==> config.mk <==
export PLATFORM = sky130hd
export DESIGN_NAME = i2c_status_flags
export DESIGN_NICKNAME = d
export VERILOG_FILES = /design/src/rtl/i2c_status_pkg.sv /design/src/rtl/pin_sync.sv /design/src/rtl/i2c_status_flags.sv
export SDC_FILE = /design/constraint.sdc
export NUM_CORES = 1
export LEC_CHECK = 0
export BUFFER_PORTS_ARGS = -buffer_cell sky130_fd_sc_hd__buf_2
export CAP_MARGIN = 20
export CORE_AREA = 2 2 82 84
export CTS_BUF_LIST = sky130_fd_sc_hd__clkbuf_4
export DETAILED_ROUTE_END_ITERATION = 7
export DIE_AREA = 0 0 84 86
export GPL_TIMING_DRIVEN = 0
export PLACE_DENSITY_LB_ADDON = 0.2
export SKIP_LAST_GASP = 1
export SYNTH_ARGS = -nofsm -noshare
export SYNTH_HDL_FRONTEND = slang
export SYNTH_SLANG_ARGS = --single-unit
==> constraint.sdc <==
create_clock -name clk_in -period 2.09 [get_ports clk_in]
set_input_delay 0.1045 -clock clk_in [delete_from_list [all_inputs] [get_ports clk_in]]
set_output_delay 0.1045 -clock clk_in [all_outputs]
set_load 0.05 [all_outputs]
==> src/rtl/i2c_status_pkg.sv <==
// Constants and state types for the two-wire status flag block
package i2c_status_pkg;
  localparam logic [7:0] STATUS_OFS = 8'h00;
  localparam logic [7:0] CONTROL_OFS = 8'h04;
  localparam logic [7:0] TX_BUFFER_OFS = 8'h08;
  localparam logic [7:0] RX_BUFFER_OFS = 8'h0C;
  localparam logic [7:0] IRQ_STATUS_OFS = 8'h10;
  localparam logic [7:0] IRQ_MASK_OFS = 8'h14;
  localparam int ACK_RESULT_BIT = 15;
  localparam int MASTER_TX_BIT = 14;
  localparam int ACK_WINDOW_BIT = 13;
  localparam int BUS_COLLISION_BIT = 10;
  localparam int GENERAL_CALL_BIT = 9;
  localparam int WRITE_COLLISION_BIT = 7;
  localparam int RX_OVERFLOW_BIT = 6;
  localparam int ENABLE_BIT = 0;
  localparam int IRQ_W = 6;
  localparam int IRQ_NACK = 0;
  localparam int IRQ_COLLISION = 1;
  localparam int IRQ_GENERAL_CALL = 2;
  localparam int IRQ_WRITE_COLLISION = 3;
  localparam int IRQ_OVERFLOW = 4;
  localparam int IRQ_BYTE_DONE = 5;
  localparam logic [3:0] ACK_EDGE_COUNT = 4'h9;
  localparam logic [3:0] LAST_DATA_EDGE = 4'h8;
  localparam logic [7:0] BYTE_RESET = 8'h00;
  localparam logic [31:0] WORD_RESET = 32'h0000_0000;
  localparam logic [5:0] IRQ_RESET = 6'h00;

  typedef struct packed {
    logic f1;
    logic f2;
    logic f3;
    logic q;
  } sync_s;

  typedef struct packed {
    logic ack_result_flag;
    logic master_tx_active;
    logic ack_window_flag;
    logic bus_collision_flag;
    logic general_call_flag;
    logic tx_write_collision;
    logic rx_overflow_flag;
    logic controller_enable;
    logic [3:0] bit_count;
    logic rx_full;
    logic [7:0] rx_buffer;
    logic [7:0] tx_buffer;
    logic tx_load;
    logic [IRQ_W-1:0] irq_status;
    logic [IRQ_W-1:0] irq_mask;
    logic irq;
    logic ack;
    logic [31:0] dat;
    logic scl_d;
    logic sda_d;
  } state_s;
endpackage : i2c_status_pkg

==> src/rtl/pin_sync.sv <==
// Three-stage pin synchroniser with agreement filter
`timescale 1ns/1ps
module pin_sync (
  input wire logic clk_in,
  input wire logic rst_b_in,
  input wire logic pin_in,
  output logic level_out
);
  i2c_status_pkg::sync_s s;
  i2c_status_pkg::sync_s next_s;

  always_comb begin
    next_s = s;
    next_s.f1 = pin_in;
    next_s.f2 = s.f1;
    next_s.f3 = s.f2;
    // Change only once stages two and three agree
    if (s.f2 == s.f3) begin
      next_s.q = s.f3;
    end
  end

  // Idle bus is high, so reset to high
  always_ff @(posedge clk_in or negedge rst_b_in) begin
    if (!rst_b_in) begin
      s <= '{f1: 1'b1, f2: 1'b1, f3: 1'b1, q: 1'b1};
    end else begin
      s <= next_s;
    end
  end

  assign level_out = s.q;
endmodule : pin_sync

==> src/rtl/i2c_status_flags.sv <==
// Status flags, buffers and Wishbone registers of a two-wire bus controller
`timescale 1ns/1ps
module i2c_status_flags #(
  parameter int ADDR_W = 8
) (
  input wire logic clk_in,
  input wire logic rst_b_in,
  input wire logic wb_cyc_in,
  input wire logic wb_stb_in,
  input wire logic wb_we_in,
  input wire logic [ADDR_W-1:0] wb_adr_in,
  input wire logic [3:0] wb_sel_in,
  input wire logic [31:0] wb_dat_in,
  output logic [31:0] wb_dat_out,
  output logic wb_ack_out,
  output logic irq_out,
  input wire logic serial_clock_line_in,
  input wire logic serial_data_line_in,
  input wire logic master_mode_in,
  input wire logic slave_mode_in,
  input wire logic tx_mode_in,
  input wire logic tx_busy_in,
  input wire logic ack_sample_in,
  input wire logic ack_nack_in,
  input wire logic collision_in,
  input wire logic general_call_in,
  input wire logic rx_byte_in,
  input wire logic [7:0] rx_data_in,
  output logic [7:0] tx_data_out,
  output logic tx_load_out,
  output logic controller_enable_out
);
  // Offsets up to 0x14 need at least five address bits
  if (ADDR_W < 5 || ADDR_W > 8) begin : g_bad_addr_w
    $error("ADDR_W must lie between 5 and 8");
  end

  i2c_status_pkg::state_s s;
  i2c_status_pkg::state_s next_s;
  logic scl;
  logic sda;
  logic req;
  logic wr;
  logic rd;
  logic [7:0] adr;
  logic scl_rise;
  logic scl_fall;
  logic start_seen;
  logic stop_seen;
  logic ninth_rise;
  logic tx_accept;
  logic tx_refuse;
  logic overflow_event;
  logic rx_read;
  logic [15:0] status_word;
  logic [i2c_status_pkg::IRQ_W-1:0] events;

  pin_sync u_scl_sync (
    .clk_in(clk_in),
    .rst_b_in(rst_b_in),
    .pin_in(serial_clock_line_in),
    .level_out(scl)
  );

  pin_sync u_sda_sync (
    .clk_in(clk_in),
    .rst_b_in(rst_b_in),
    .pin_in(serial_data_line_in),
    .level_out(sda)
  );

  always_comb begin
    adr = 8'h00;
    adr[ADDR_W-1:0] = wb_adr_in;
    req = wb_cyc_in && wb_stb_in && !s.ack;
    wr = req && wb_we_in;
    rd = req && !wb_we_in;
    scl_rise = scl && !s.scl_d;
    scl_fall = !scl && s.scl_d;
    start_seen = scl && s.scl_d && !sda && s.sda_d;
    stop_seen = scl && s.scl_d && sda && !s.sda_d;
    ninth_rise = scl_rise && (s.bit_count == i2c_status_pkg::LAST_DATA_EDGE);
    tx_accept = wr && wb_sel_in[0] && (adr == i2c_status_pkg::TX_BUFFER_OFS) && !tx_busy_in;
    tx_refuse = wr && wb_sel_in[0] && (adr == i2c_status_pkg::TX_BUFFER_OFS) && tx_busy_in;
    rx_read = rd && (adr == i2c_status_pkg::RX_BUFFER_OFS);
    // A read in the same cycle frees the buffer, so no overflow then
    overflow_event = rx_byte_in && s.rx_full && !rx_read && !tx_mode_in;
    status_word = 16'h0000;
    status_word[i2c_status_pkg::ACK_RESULT_BIT] = s.ack_result_flag;
    status_word[i2c_status_pkg::MASTER_TX_BIT] = s.master_tx_active;
    status_word[i2c_status_pkg::ACK_WINDOW_BIT] = s.ack_window_flag;
    status_word[i2c_status_pkg::BUS_COLLISION_BIT] = s.bus_collision_flag;
    status_word[i2c_status_pkg::GENERAL_CALL_BIT] = s.general_call_flag;
    status_word[i2c_status_pkg::WRITE_COLLISION_BIT] = s.tx_write_collision;
    status_word[i2c_status_pkg::RX_OVERFLOW_BIT] = s.rx_overflow_flag;
    events = '0;
    events[i2c_status_pkg::IRQ_NACK] = ack_sample_in && ack_nack_in;
    events[i2c_status_pkg::IRQ_COLLISION] = collision_in;
    events[i2c_status_pkg::IRQ_GENERAL_CALL] = general_call_in;
    events[i2c_status_pkg::IRQ_WRITE_COLLISION] = tx_refuse;
    events[i2c_status_pkg::IRQ_OVERFLOW] = overflow_event;
    events[i2c_status_pkg::IRQ_BYTE_DONE] = ninth_rise;
  end

  always_comb begin
    next_s = s;
    next_s.scl_d = scl;
    next_s.sda_d = sda;
    next_s.ack = req;
    next_s.tx_load = 1'b0;

    // Bit clock counter, restarted by start and stop
    if (start_seen || stop_seen) begin
      next_s.bit_count = 4'h0;
    end else if (ninth_rise) begin
      next_s.bit_count = 4'h0;
    end else if (scl_rise) begin
      next_s.bit_count = s.bit_count + 4'h1;
    end

    // Software clears first; hardware sets below win
    if (wr && adr == i2c_status_pkg::STATUS_OFS) begin
      if (wb_sel_in[1] && !wb_dat_in[i2c_status_pkg::BUS_COLLISION_BIT]) begin
        next_s.bus_collision_flag = 1'b0;
      end
      if (wb_sel_in[0] && !wb_dat_in[i2c_status_pkg::WRITE_COLLISION_BIT]) begin
        next_s.tx_write_collision = 1'b0;
      end
      if (wb_sel_in[0] && !wb_dat_in[i2c_status_pkg::RX_OVERFLOW_BIT]) begin
        next_s.rx_overflow_flag = 1'b0;
      end
    end
    if (wr && wb_sel_in[0] && adr == i2c_status_pkg::CONTROL_OFS) begin
      next_s.controller_enable = wb_dat_in[i2c_status_pkg::ENABLE_BIT];
    end
    if (wr && wb_sel_in[0] && adr == i2c_status_pkg::IRQ_MASK_OFS) begin
      next_s.irq_mask = wb_dat_in[i2c_status_pkg::IRQ_W-1:0];
    end

    if (ack_sample_in) begin
      next_s.ack_result_flag = ack_nack_in;
    end

    if (ninth_rise || !master_mode_in || stop_seen) begin
      next_s.master_tx_active = 1'b0;
    end
    if (tx_accept && master_mode_in) begin
      next_s.master_tx_active = 1'b1;
    end

    if (ninth_rise || !slave_mode_in) begin
      next_s.ack_window_flag = 1'b0;
    end else if (scl_fall && s.bit_count == i2c_status_pkg::LAST_DATA_EDGE) begin
      next_s.ack_window_flag = 1'b1;
    end

    if (!s.controller_enable) begin
      next_s.bus_collision_flag = 1'b0;
    end
    if (collision_in) begin
      next_s.bus_collision_flag = 1'b1;
    end

    if (stop_seen) begin
      next_s.general_call_flag = 1'b0;
    end
    if (general_call_in) begin
      next_s.general_call_flag = 1'b1;
    end

    if (tx_accept) begin
      next_s.tx_buffer = wb_dat_in[7:0];
      next_s.tx_load = 1'b1;
    end
    if (tx_refuse) begin
      next_s.tx_write_collision = 1'b1;
    end

    // Receive buffer empties on read
    if (rx_read) begin
      next_s.rx_full = 1'b0;
    end
    if (overflow_event) begin
      next_s.rx_overflow_flag = 1'b1;
    end else if (rx_byte_in) begin
      next_s.rx_buffer = rx_data_in;
      next_s.rx_full = 1'b1;
    end

    // Read data, and read-to-clear of interrupt status; new events win
    next_s.dat = i2c_status_pkg::WORD_RESET;
    if (rd) begin
      case (adr)
        i2c_status_pkg::STATUS_OFS: next_s.dat[15:0] = status_word;
        i2c_status_pkg::CONTROL_OFS: next_s.dat[0] = s.controller_enable;
        i2c_status_pkg::TX_BUFFER_OFS: next_s.dat[7:0] = s.tx_buffer;
        i2c_status_pkg::RX_BUFFER_OFS: next_s.dat[7:0] = s.rx_buffer;
        i2c_status_pkg::IRQ_STATUS_OFS: next_s.dat[i2c_status_pkg::IRQ_W-1:0] = s.irq_status;
        i2c_status_pkg::IRQ_MASK_OFS: next_s.dat[i2c_status_pkg::IRQ_W-1:0] = s.irq_mask;
        default: next_s.dat = i2c_status_pkg::WORD_RESET;
      endcase
    end
    if (rd && adr == i2c_status_pkg::IRQ_STATUS_OFS) begin
      next_s.irq_status = events;
    end else begin
      next_s.irq_status = s.irq_status | events;
    end
    next_s.irq = |(next_s.irq_status & next_s.irq_mask);
  end

  always_ff @(posedge clk_in or negedge rst_b_in) begin
    if (!rst_b_in) begin
      s <= '{
        scl_d: 1'b1,
        sda_d: 1'b1,
        bit_count: 4'h0,
        rx_buffer: i2c_status_pkg::BYTE_RESET,
        tx_buffer: i2c_status_pkg::BYTE_RESET,
        irq_status: i2c_status_pkg::IRQ_RESET,
        irq_mask: i2c_status_pkg::IRQ_RESET,
        dat: i2c_status_pkg::WORD_RESET,
        default: 1'b0
      };
    end else begin
      s <= next_s;
    end
  end

  assign wb_dat_out = s.dat;
  assign wb_ack_out = s.ack;
  assign irq_out = s.irq;
  assign tx_data_out = s.tx_buffer;
  assign tx_load_out = s.tx_load;
  assign controller_enable_out = s.controller_enable;

  property p_ack_result;
    @(posedge clk_in) disable iff (!rst_b_in)
    ack_sample_in |=> s.ack_result_flag == $past(ack_nack_in);
  endproperty
  a_ack_result: assert property (p_ack_result) else $error("ack result wrong");

  property p_master_tx;
    @(posedge clk_in) disable iff (!rst_b_in)
    (tx_accept && master_mode_in) |=> s.master_tx_active && tx_load_out;
  endproperty
  a_master_tx: assert property (p_master_tx) else $error("master tx not set");

  property p_ack_window;
    @(posedge clk_in) disable iff (!rst_b_in)
    ninth_rise |=> !s.ack_window_flag && s.bit_count == 4'h0;
  endproperty
  a_ack_window: assert property (p_ack_window) else $error("ack window not cleared");

  property p_collision;
    @(posedge clk_in) disable iff (!rst_b_in)
    collision_in |=> s.bus_collision_flag ##1 (s.controller_enable || !s.bus_collision_flag
      || $past(collision_in));
  endproperty
  a_collision: assert property (p_collision) else $error("bus collision wrong");

  property p_general_call;
    @(posedge clk_in) disable iff (!rst_b_in)
    (stop_seen && !general_call_in) |=> !s.general_call_flag;
  endproperty
  a_general_call: assert property (p_general_call) else $error("general call kept");

  property p_write_collision;
    @(posedge clk_in) disable iff (!rst_b_in)
    tx_refuse |=> s.tx_write_collision && !tx_load_out && $stable(tx_data_out);
  endproperty
  a_write_collision: assert property (p_write_collision) else $error("wcol wrong");

  property p_overflow;
    @(posedge clk_in) disable iff (!rst_b_in)
    overflow_event |=> s.rx_overflow_flag && $stable(s.rx_buffer);
  endproperty
  a_overflow: assert property (p_overflow) else $error("overflow wrong");

  property p_readonly;
    @(posedge clk_in) disable iff (!rst_b_in)
    (wr && adr == i2c_status_pkg::STATUS_OFS && !ack_sample_in) |=>
      s.ack_result_flag == $past(s.ack_result_flag);
  endproperty
  a_readonly: assert property (p_readonly) else $error("read-only bit changed");

  property p_irq;
    @(posedge clk_in) disable iff (!rst_b_in)
    ##1 irq_out == |(s.irq_status & s.irq_mask);
  endproperty
  a_irq: assert property (p_irq) else $error("irq level wrong");
endmodule : i2c_status_flags

Word-level counts from Yosys, hierarchy flattened
Cells that the tools add are included.

word-level totals
  register bits after elaboration = 86
  bits in latches = 0
  memory bits (writable) = 0
  bits in read-only memories = 0
  bits of input ports = 68
  output and inout bits = 44
  word-level logic and storage cells = 133
  memories = 0

operators by class
  $add $sub $neg = 1
  $mul = 0
  divide/modulo/power cells = 0
  order comparisons = 0
  equal/unequal tests = 10
  shifts and indexed selects = 0
  muxes and demuxes = 29
  bitwise gates (word level) = 3
  reductions and logical operators = 62

operators with widths
  kind                                                                      number
  1-bit logical AND                                                         30
  5-bit case mux with 4 select lines                                        1
  9-bit 2-to-1 mux                                                          2
  8-bit by 4-bit equality test with 1-bit output (second input constant)    2
  8-bit by 5-bit equality test with 1-bit output (second input constant)    2
  1-bit 2-to-1 mux                                                          16
  16-bit 2-to-1 mux                                                         1
  1-bit logical NOT                                                         14
  2-bit nonzero test                                                        7
  4-bit 2-to-1 mux                                                          3
  6-bit 2-to-1 mux                                                          2
  8-bit by 3-bit equality test with 1-bit output (second input constant)    1
  8-bit logical NOT                                                         1
  8-bit 2-to-1 mux                                                          1
  2-bit AND reduction                                                       4
  6-bit AND                                                                 1
  3-bit by 2-bit inequality test with 1-bit output (second input constant)  2
  6-bit bitwise OR                                                          1
  2-bit case mux with 3 select lines                                        1
  6-bit OR reduction                                                        1
  1-bit case mux with 5 select lines                                        1
  4-bit by 1-bit adder with 4-bit output (second input constant)            1
  4-bit equality test (second input constant)                               1
  1-bit logical OR                                                          4
  4 further kinds                                                           5

Logic depth before layout (Yosys ltp)
Gate-level depths: netlist of run 1.

  depth in word-level cells = 11
  mapped depth = 7
  mapped depth without buffers = 7

By module
A second synthesis of run 1 with hierarchy kept.

second synthesis, totals
  cell total of the unflattened synthesis = 266
  area total of the unflattened synthesis = 3169.3 µm²

modules (own cells, without submodules)
  module            times used  cells an instance  area each (µm²)  sequential area each (µm²)
  i2c_status_flags  1           256                2936.6           1478.9
  pin_sync          2           5                  116.4            105.1

Worst setup path before layout of run 1
Ideal clock, no wire load.

  kind = flip-flop to flip-flop
  start = register s, in the netlist wb_ack_out
  end = register s, in the netlist irq_out
  library setup time = 134 ps
  arrival time = 2021 ps
  data required time = 1956 ps
  slack = -65 ps
  cell stages (with the launch flop) = 6
  path buffers = 0
  clock period less this slack = 2155 ps
  cells stage by stage = dfrtp_1 > nand3b_1 > nor4_4 > mux2_2 > a22o_1 > nand4b_1

RTL lines
  what                    line                     text
  from (decl)             i2c_status_flags.sv:38   i2c_status_pkg::state_s s;
  from (signal assigned)  i2c_status_flags.sv:213  s <= '{
  from (signal assigned)  i2c_status_flags.sv:225  s <= next_s;

==> results of run 1 <==
==> registers in the layout, summed over array words and instances (netlist names) <==
| register | count |
|---|---|
| controller_enable_out | 1 |
| tx_data_out | 8 |
| u_sda_sync.s | 1 |
| u_scl_sync.s | 1 |
| u_sda_sync.level_out | 1 |
| u_scl_sync.next_s | 2 |
| u_scl_sync.level_out | 1 |
| u_sda_sync.next_s | 2 |
| irq_out | 1 |
| tx_load_out | 1 |
| s | 34 |
| wb_ack_out | 1 |
| wb_dat_out | 13 |
==> logic make-up (layout without fill, tap and decap cells) <==
family	after synthesis	in the layout	synth area share
xor+xnor	1	1	0.00280
fa+ha+maj	4	4	0.0144
mux	27	27	0.0971
buf+inv	50	167	0.109
other cells	1	19	0.00120
simple gates	76	76	0.141
compound gates	43	43	0.0951
flops	67	67	0.539
==> layout by cell type, fill, tap and decap left out, types with 2 or more instances in the layout <==
cell type / n
a21o_1: 3
a21oi_1: 6
a222oi_1: 3
a22o_1: 5
a22oi_1: 7
a31oi_1: 3
and2_1: 2
and3_1: 8
buf_2: 65
buf_4: 47
bufinv_16: 2
clkbuf_1: 4
clkbuf_4: 9
clkinv_4: 4
conb_1: 19
dfrtp_1: 56
dfstp_2: 10
dlygate4sd3_1: 30
ha_1: 2
inv_1: 4
maj3_1: 2
mux2_2: 27
nand2_1: 25
nand2b_1: 3
nand3_1: 3
nand3b_1: 2
nand4_1: 3
nor2_1: 11
nor2b_1: 3
nor3_1: 2
nor3b_1: 3
nor4_4: 2
o21ai_0: 8
o31ai_1: 3
==> final cells by class <==
type                    instances  area, um^2
repair buffers                101         674
clock inverters                 7         103
multi-input cells             170        1180
well taps                      77        96.3
fillers                       498        2120
plain buffers                  46         330
flip-flops and latches         67        1690
clock buffers                   9        67.6
inverters                       4        15.0
==> worst min path at each step <==
stage,from,endpoint,slack (ns),cells after the start
6_report,wb_sel_in[0],tx_load_out$_DFF_PN0_,0.06,3
5_1_grt,wb_dat_in[10],s[74]$_DFFE_PN0P_,0.04,4
4_1_cts,wb_dat_in[10],s[74]$_DFFE_PN0P_,0.04,4
3_5_place_dp,serial_clock_line_in,u_scl_sync.next_s[2]$_DFF_PN1_,0.21,1
3_3_place_gp,serial_clock_line_in,u_scl_sync.next_s[2]$_DFF_PN1_,0.21,1
2_1_floorplan,rst_b_in,controller_enable_out$_DFFE_PN0P_,-0.19,0
==> report_power, final <==
| part | leakage (nW) | internal [mW] | switching, mW |
|---|---|---|---|
| Sequential | 0.837 | 1.38 | 0.0647 |
| Clock | 0.0863 | 0.492 | 0.490 |
| Combinational | 1.15 | 0.191 | 0.241 |
| Total | 2.07 | 2.07 | 0.796 |
==> worst max-delay path, cell delays in order, from the launching register on <==
cell and delay (ns):
dfrtp_2 0.43, nand3b_1 0.25, nor4_4 0.32, buf_6 0.17, mux2_2 0.35, a22o_1 0.21
nand4b_1 0.15
==> metrics by stage <==
| step | cells | hold slack [ns] | utilization |
|---|---|---|---|
| floorplan | 287 | -0.191 | - |
| global placement | 430 | 0.209 | 0.578 |
| detailed placement | 430 | 0.211 | 0.578 |
| CTS | 479 | 0.0432 | 0.657 |
| global route | 481 | 0.0440 | 0.662 |
| finish | 481 | 0.0614 | 0.662 |
==> what timing repair did <==
action,4_1_cts,5_1_grt
hold buffers,30,0
endpoints found under the setup margin,18,17
hold endpoints to repair,96,0
buffers inserted,3,2
pin swaps,2,1
cloned,0,0
gates resized for setup,1,6
==> routing by layer <==
metal  vias to the layer above  share of wire  global-route usage  wire length (um)
met1                      1124           0.45               0.267              3010
met3                         9          0.078              0.0500               518
met4                         0          0.015              0.0762               100
met5                         -              0                   0                 0
li1                       1164              -                   -                 -
met2                       112           0.45               0.303              3020
==> impl_metrics.csv, run 1 <==
group,metric,value,unit
floorplanning,io_pins,112,
synth,yosys.area.top_type,"dfrtp_1",
global_routing,grt_overflow,0,
cts,cts_buffers,9,
synth,synth_common_cells,"dfrtp_1 (57), buf_4 (41), mux2_2 (27), nand2_1 (25), nor2_1 (11)",
timing,fmax,498,MHz
route,wl,6650,um
worst_setup_path,critPathMaxFanout,6,
synth,synth_top_area_share,0.455,
route,drc,0,
placed_design,portBuffers,66,
finish,drive_above_1_share,0.431,
floorplanning,coreArea,6280,um^2
worst_setup_path,r2r_setup_slack,0.08,ns
cts,clk_latency,0.41,ns
worst_setup_path,reg2reg_from,"wb_ack_out$_DFF_PN0_",
timing,fin_ws,0.0802,ns
cts,cts_tree,"done",
synth,synthFlopType,"dfrtp_1",
worst_setup_path,crit_type,"flop to flop",
timing,max_slew.worst_pin.slew,0.909,ns
timing,rsz0062_at_grt,"false",
worst_setup_path,cp_data_required_time,2.37,ns
timing,maxSlewHeadroom,0.389,
synth,synth-edff-count,0,
timing,fin_crit_sh,0.962,
cts,cts-root-buf,"clkbuf_4",
timing,slew_viol_final,0,
worst_setup_path,crit_path_end_kind,"flop",
synth,yosysMostFrequentCell,"dfrtp_1",
placed_design,place_area,3630,um^2
job,cap_violations,0,
worst_setup_path,critPathArrivalTime,2.29,ns
timing,fin_skew,0.0156,ns
synth,synth_cell_types,42,
placed_design,hpwl,4540,um
route,first_pass_iters,5,
floorplanning,fp.dieArea,7220,um^2
synth,synth-seq-cells,67,
synth,yosys-top-cells-area,"dfrtp_1 (46%), buf_4 (9.8%), mux2_2 (9.7%)",
power_and_ir_drop,power_leakage,2.07,nW
finish,final_area,4150,um^2
floorplanning,die-width,84,um
finish,final_net_count,469,
synth,avgSynthCellArea,11.6,um^2
cts,clk_pin_slew,0.13,ns
synth,syn-cell-area,3130,um^2
hold_path,hold_path_class,"primary input to flop",
global_routing,antenna_found_initial,0,
route,vias_per_cell,5.01,
worst_setup_path,r2r-end,"irq_out$_DFF_PN0_",
timing,tns,0,ns
placed_design,place_congestion,0.772,
cts,clock-sinks,67,
outcome,status,"finished clean",
finish,area_growth_syn_to_layout,32.6,%
floorplanning,die_h,86,um
power_and_ir_drop,p_per_area,689,nW/um^2
placed_design,pre_cts_ws,-0.227,ns
synth,async_flop_share,1.00,
power_and_ir_drop,power,2.86,mW
route,vias,2409,
power_and_ir_drop,ir_drop,0.000667,V
route,ant_nets,0,
global_routing,grt_pass1_wl,11000,um
timing,setup_viol,0,
worst_setup_path,r2r_cells,6,
synth,synth.yosys.seq_area_share,0.539,
cts,cts.path.max_buffers,2,
floorplanning,start_util,0.499,
global_routing,grt_max_degree,68,
worst_setup_path,startpoint,"wb_ack_out$_DFF_PN0_",
route,wire_per_inst,13.8,um
worst_setup_path,cp-start-kind,"flop",
worst_setup_path,crit_end,"irq_out$_DFF_PN0_",
synth,yosys_warnings,0,
synth,syn_inst,269,
route,drt_iter0_drc,126,
timing,fin_crit,2.01,ns
global_routing,grt_pass1_vias,2324,
global_routing,grt_usage,0.196,
floorplanning,rows,29,
cts,htreeDepth,3,
timing,hold_viol,0,
finish,diodes,0,
(Power assumes the default switching activity.)
==> run 2: changes to the inputs <==
--- a/config.mk
+++ b/config.mk
@@ -5,12 +5,13 @@
 export SDC_FILE = /design/constraint.sdc
 export NUM_CORES = 1
 export LEC_CHECK = 0
-export BUFFER_PORTS_ARGS = -buffer_cell sky130_fd_sc_hd__buf_2
+export ABC_AREA = 1
+export BUFFER_PORTS_ARGS = -buffer_cell sky130_fd_sc_hd__clkbuf_2
 export CAP_MARGIN = 20
-export CORE_AREA = 2 2 82 84
+export CORE_AREA = 2 2 83 85
 export CTS_BUF_LIST = sky130_fd_sc_hd__clkbuf_4
 export DETAILED_ROUTE_END_ITERATION = 7
-export DIE_AREA = 0 0 84 86
+export DIE_AREA = 0 0 85 87
 export GPL_TIMING_DRIVEN = 0
 export PLACE_DENSITY_LB_ADDON = 0.2
 export SKIP_LAST_GASP = 1
==> impl_metrics.csv, run 2 <==
group,metric,value,unit
synth,synth_mux_area_frac,0,
global_routing,grt_usage,0.207,
placed_design,hpwl,5080,um
route,wire_per_inst,12.2,um
global_routing,grt_pass1_wl,11900,um
power_and_ir_drop,p_per_area,651,nW/um^2
finish,largest_register_ffs,34,
global_routing,grt_max_degree,68,
finish,layout_commonest_cell,"nand2_1",
cts,cts.path.max_buffers,2,
synth,syn_inst,370,
route,ant_nets,0,
timing,fin_crit,1.62,ns
floorplanning,io_pins,112,
synth,yosys.area_share.simple,0.274,
route,wl,7020,um
synth,yosysMostFrequentCell,"nand2_1",
global_routing,grt_overflow,0,
route,first_pass_iters,4,
power_and_ir_drop,power_leakage,2.26,nW
synth,synth_top_family_by_area,"simple AND/OR/NAND/NOR gates",
finish,post-route-util,0.642,
cts,htreeDepth,3,
synth,synth_compound_area_frac,0.0517,
cts,post_cts_buffers,0,
synth,synth-edff-count,0,
timing,slew_viol_final,0,
outcome,status,"finished clean",
cts,postCtsResizedCells,0,
cts,cts_tree,"done",
finish,area_growth_syn_to_layout,27.3,%
cts,clock-sinks,67,
timing,setup_viol,0,
finish,final_cell_mix,"nand2_1 (98), clkbuf_2 (65), dfrtp_1 (57)",
placed_design,place_congestion,0.857,
worst_setup_path,cp_common_cell,"nand2_1",
synth,syn-cell-area,3310,um^2
timing,hold_viol,0,
route,vias_per_cell,4.64,
hold_path,hold_path_class,"primary input to flop",
synth,synth_cell_types,35,
cts,cts_buffers,9,
timing,fin_skew,0.0148,ns
synth,synthAdderAreaFrac,0.0136,
global_routing,antenna_found_initial,0,
cts,cts_hold_buf,27,
floorplanning,coreArea,6570,um^2
synth,yosys_warnings,0,
global_routing,grt_pass1_vias,2581,
worst_setup_path,cp_data_required_time,2.37,ns
synth,synth_common_cells,"nand2_1 (98), dfrtp_1 (57), buf_4 (42), inv_1 (33), nand3_1 (30)",
timing,tns,0,ns
cts,cts-root-buf,"clkbuf_4",
finish,diodes,0,
synth,async_flop_share,1.00,
job,cap_violations,0,
synth,synth_top_area_share,0.430,
worst_setup_path,crit_slowest_cell,"dfrtp_1",
worst_setup_path,critPathMaxFanout,10,
synth,synth.yosys.seq_area_share,0.510,
power_and_ir_drop,ir_drop,0.000387,V
route,vias,2676,
route,drc,0,
worst_setup_path,crit_family,"simple AND/OR/NAND/NOR gates",
floorplanning,fp.dieArea,7400,um^2
worst_setup_path,critPathArrivalTime,1.90,ns
timing,fin_crit_sh,0.776,
placed_design,portBuffers,66,
cts,clk_pin_slew,0.11,ns
synth,synthFlopType,"dfrtp_1",
worst_setup_path,r2r_setup_slack,0.47,ns
finish,regMostFlops,"s",
timing,rsz0062_at_grt,"false",
worst_setup_path,crit_path_end_kind,"flop",
finish,final_net_count,562,
worst_setup_path,crit_buf_inv,2,
worst_setup_path,cp-start-kind,"flop",
synth,avgSynthCellArea,8.96,um^2
finish,drive_above_1_share,0.348,
worst_setup_path,critPathMaxStageDelay,0.39,ns
worst_setup_path,crit_chain,"inv_1 -> nand3_1 -> nor2_4 -> nand2_1 -> nand3_1 -> buf_4 -> nand2_4 -> nand2_1 -> nand2_1",
timing,max_slew.worst_pin.slew,0.903,ns
timing,maxSlewHeadroom,0.398,
timing,fmax,616,MHz
worst_setup_path,crit_type,"flop to flop",
floorplanning,die_h,87,um
floorplanning,die-width,85,um
synth,yosys-top-cells-area,"dfrtp_1 (43%), nand2_1 (11%), buf_4 (9.5%)",
floorplanning,rows,30,
finish,fillers,574,
synth,yosys.area.top_type,"dfrtp_1",
synth,synth-seq-cells,67,
floorplanning,start_util,0.505,
synth,synth_xor_area_frac,0.00264,
cts,clk_latency,0.39,ns
route,drt_iter0_drc,169,
-- run 2: cell count changes after synthesis, sizes merged, moves of 5 or more --
cell | before | now
and3 | 8 | 0
inv | 4 | 36
nand2 | 25 | 113
buf | 41 | 46
nand3 | 4 | 33
nor3 | 2 | 9
clkbuf | 5 | 0
a22o | 5 | 0
a22oi | 7 | 0
mux2 | 27 | 0
nor2 | 11 | 29
-- run 2: worst paths after layout --
path                                                start                             end  depth (start not counted)
min                                          wb_sel_in[1]               s[74]$_DFFE_PN0P_                          4
max in group asynchronous                        rst_b_in           tx_load_out$_DFF_PN0_                          2
min reg2reg                u_scl_sync.next_s[2]$_DFF_PN1_  u_scl_sync.next_s[1]$_DFF_PN1_                          0
min in group asynchronous                        rst_b_in        wb_dat_out[15]$_DFF_PN0_                          2
max reg2reg                          wb_ack_out$_DFF_PN0_               s[59]$_DFFE_PN0P_                          9
max                                  wb_ack_out$_DFF_PN0_               s[59]$_DFFE_PN0P_                          9
-- run 2: metal layers --
layer / global-route usage / routed length (um) / vias up
met5: 0 / 0 / -
met4: 0.0750 / 75 / 0
met3: 0.0294 / 326 / 7
met2: 0.344 / 3420 / 80
met1: 0.279 / 3200 / 1230
li1: - / - / 1359
-- run 2: tightest hold or removal path, stage by stage --
cell and delay [ns]:
clkbuf_2 0.08, nand4_1 0.07, nand3_1 0.06, nand2_1 0.06
-- run 2: power breakdown --
part	internal [mW]	leakage (nW)	switching, mW
Combinational	0.168	1.36	0.296
Sequential	1.39	0.823	0.0497
Clock	0.397	0.0764	0.446
Total	1.95	2.26	0.791
-- run 2: final cells by class --
type / count / area [um^2] / area share
inverters: 36 / 135 / 0.0320
plain buffers: 46 / 352 / 0.0834
clock buffers: 12 / 90.1 / 0.0214
well taps: 80 / 100 / 0.0237
repair buffers: 93 / 603 / 0.143
multi-input cells: 239 / 1210 / 0.286
flip-flops and latches: 67 / 1690 / 0.400
clock inverters: 4 / 42.5 / 0.0101
-- run 2: logic make-up after synthesis --
group / after synthesis
flip-flops: 67
other: 1
AO/OA/AOI/OAI: 24
XOR/XNOR: 1
AND/OR/NAND/NOR: 191
adder cells (fa/ha/maj): 4
buffers and inverters: 82
-- run 2: stage by stage --
stage,instance area (um^2),cells,setup slack [ns],hold slack (ns),total power [mW]
finish,4220,577,0.467,0.0195,2.74
global placement,3810,534,0.472,0.193,1.87
floorplan,3380,388,0.479,-0.191,1.75
CTS,4220,577,0.453,0.00579,2.77
global route,4220,577,0.288,0.0165,2.89
detailed placement,3810,534,0.474,0.195,1.88
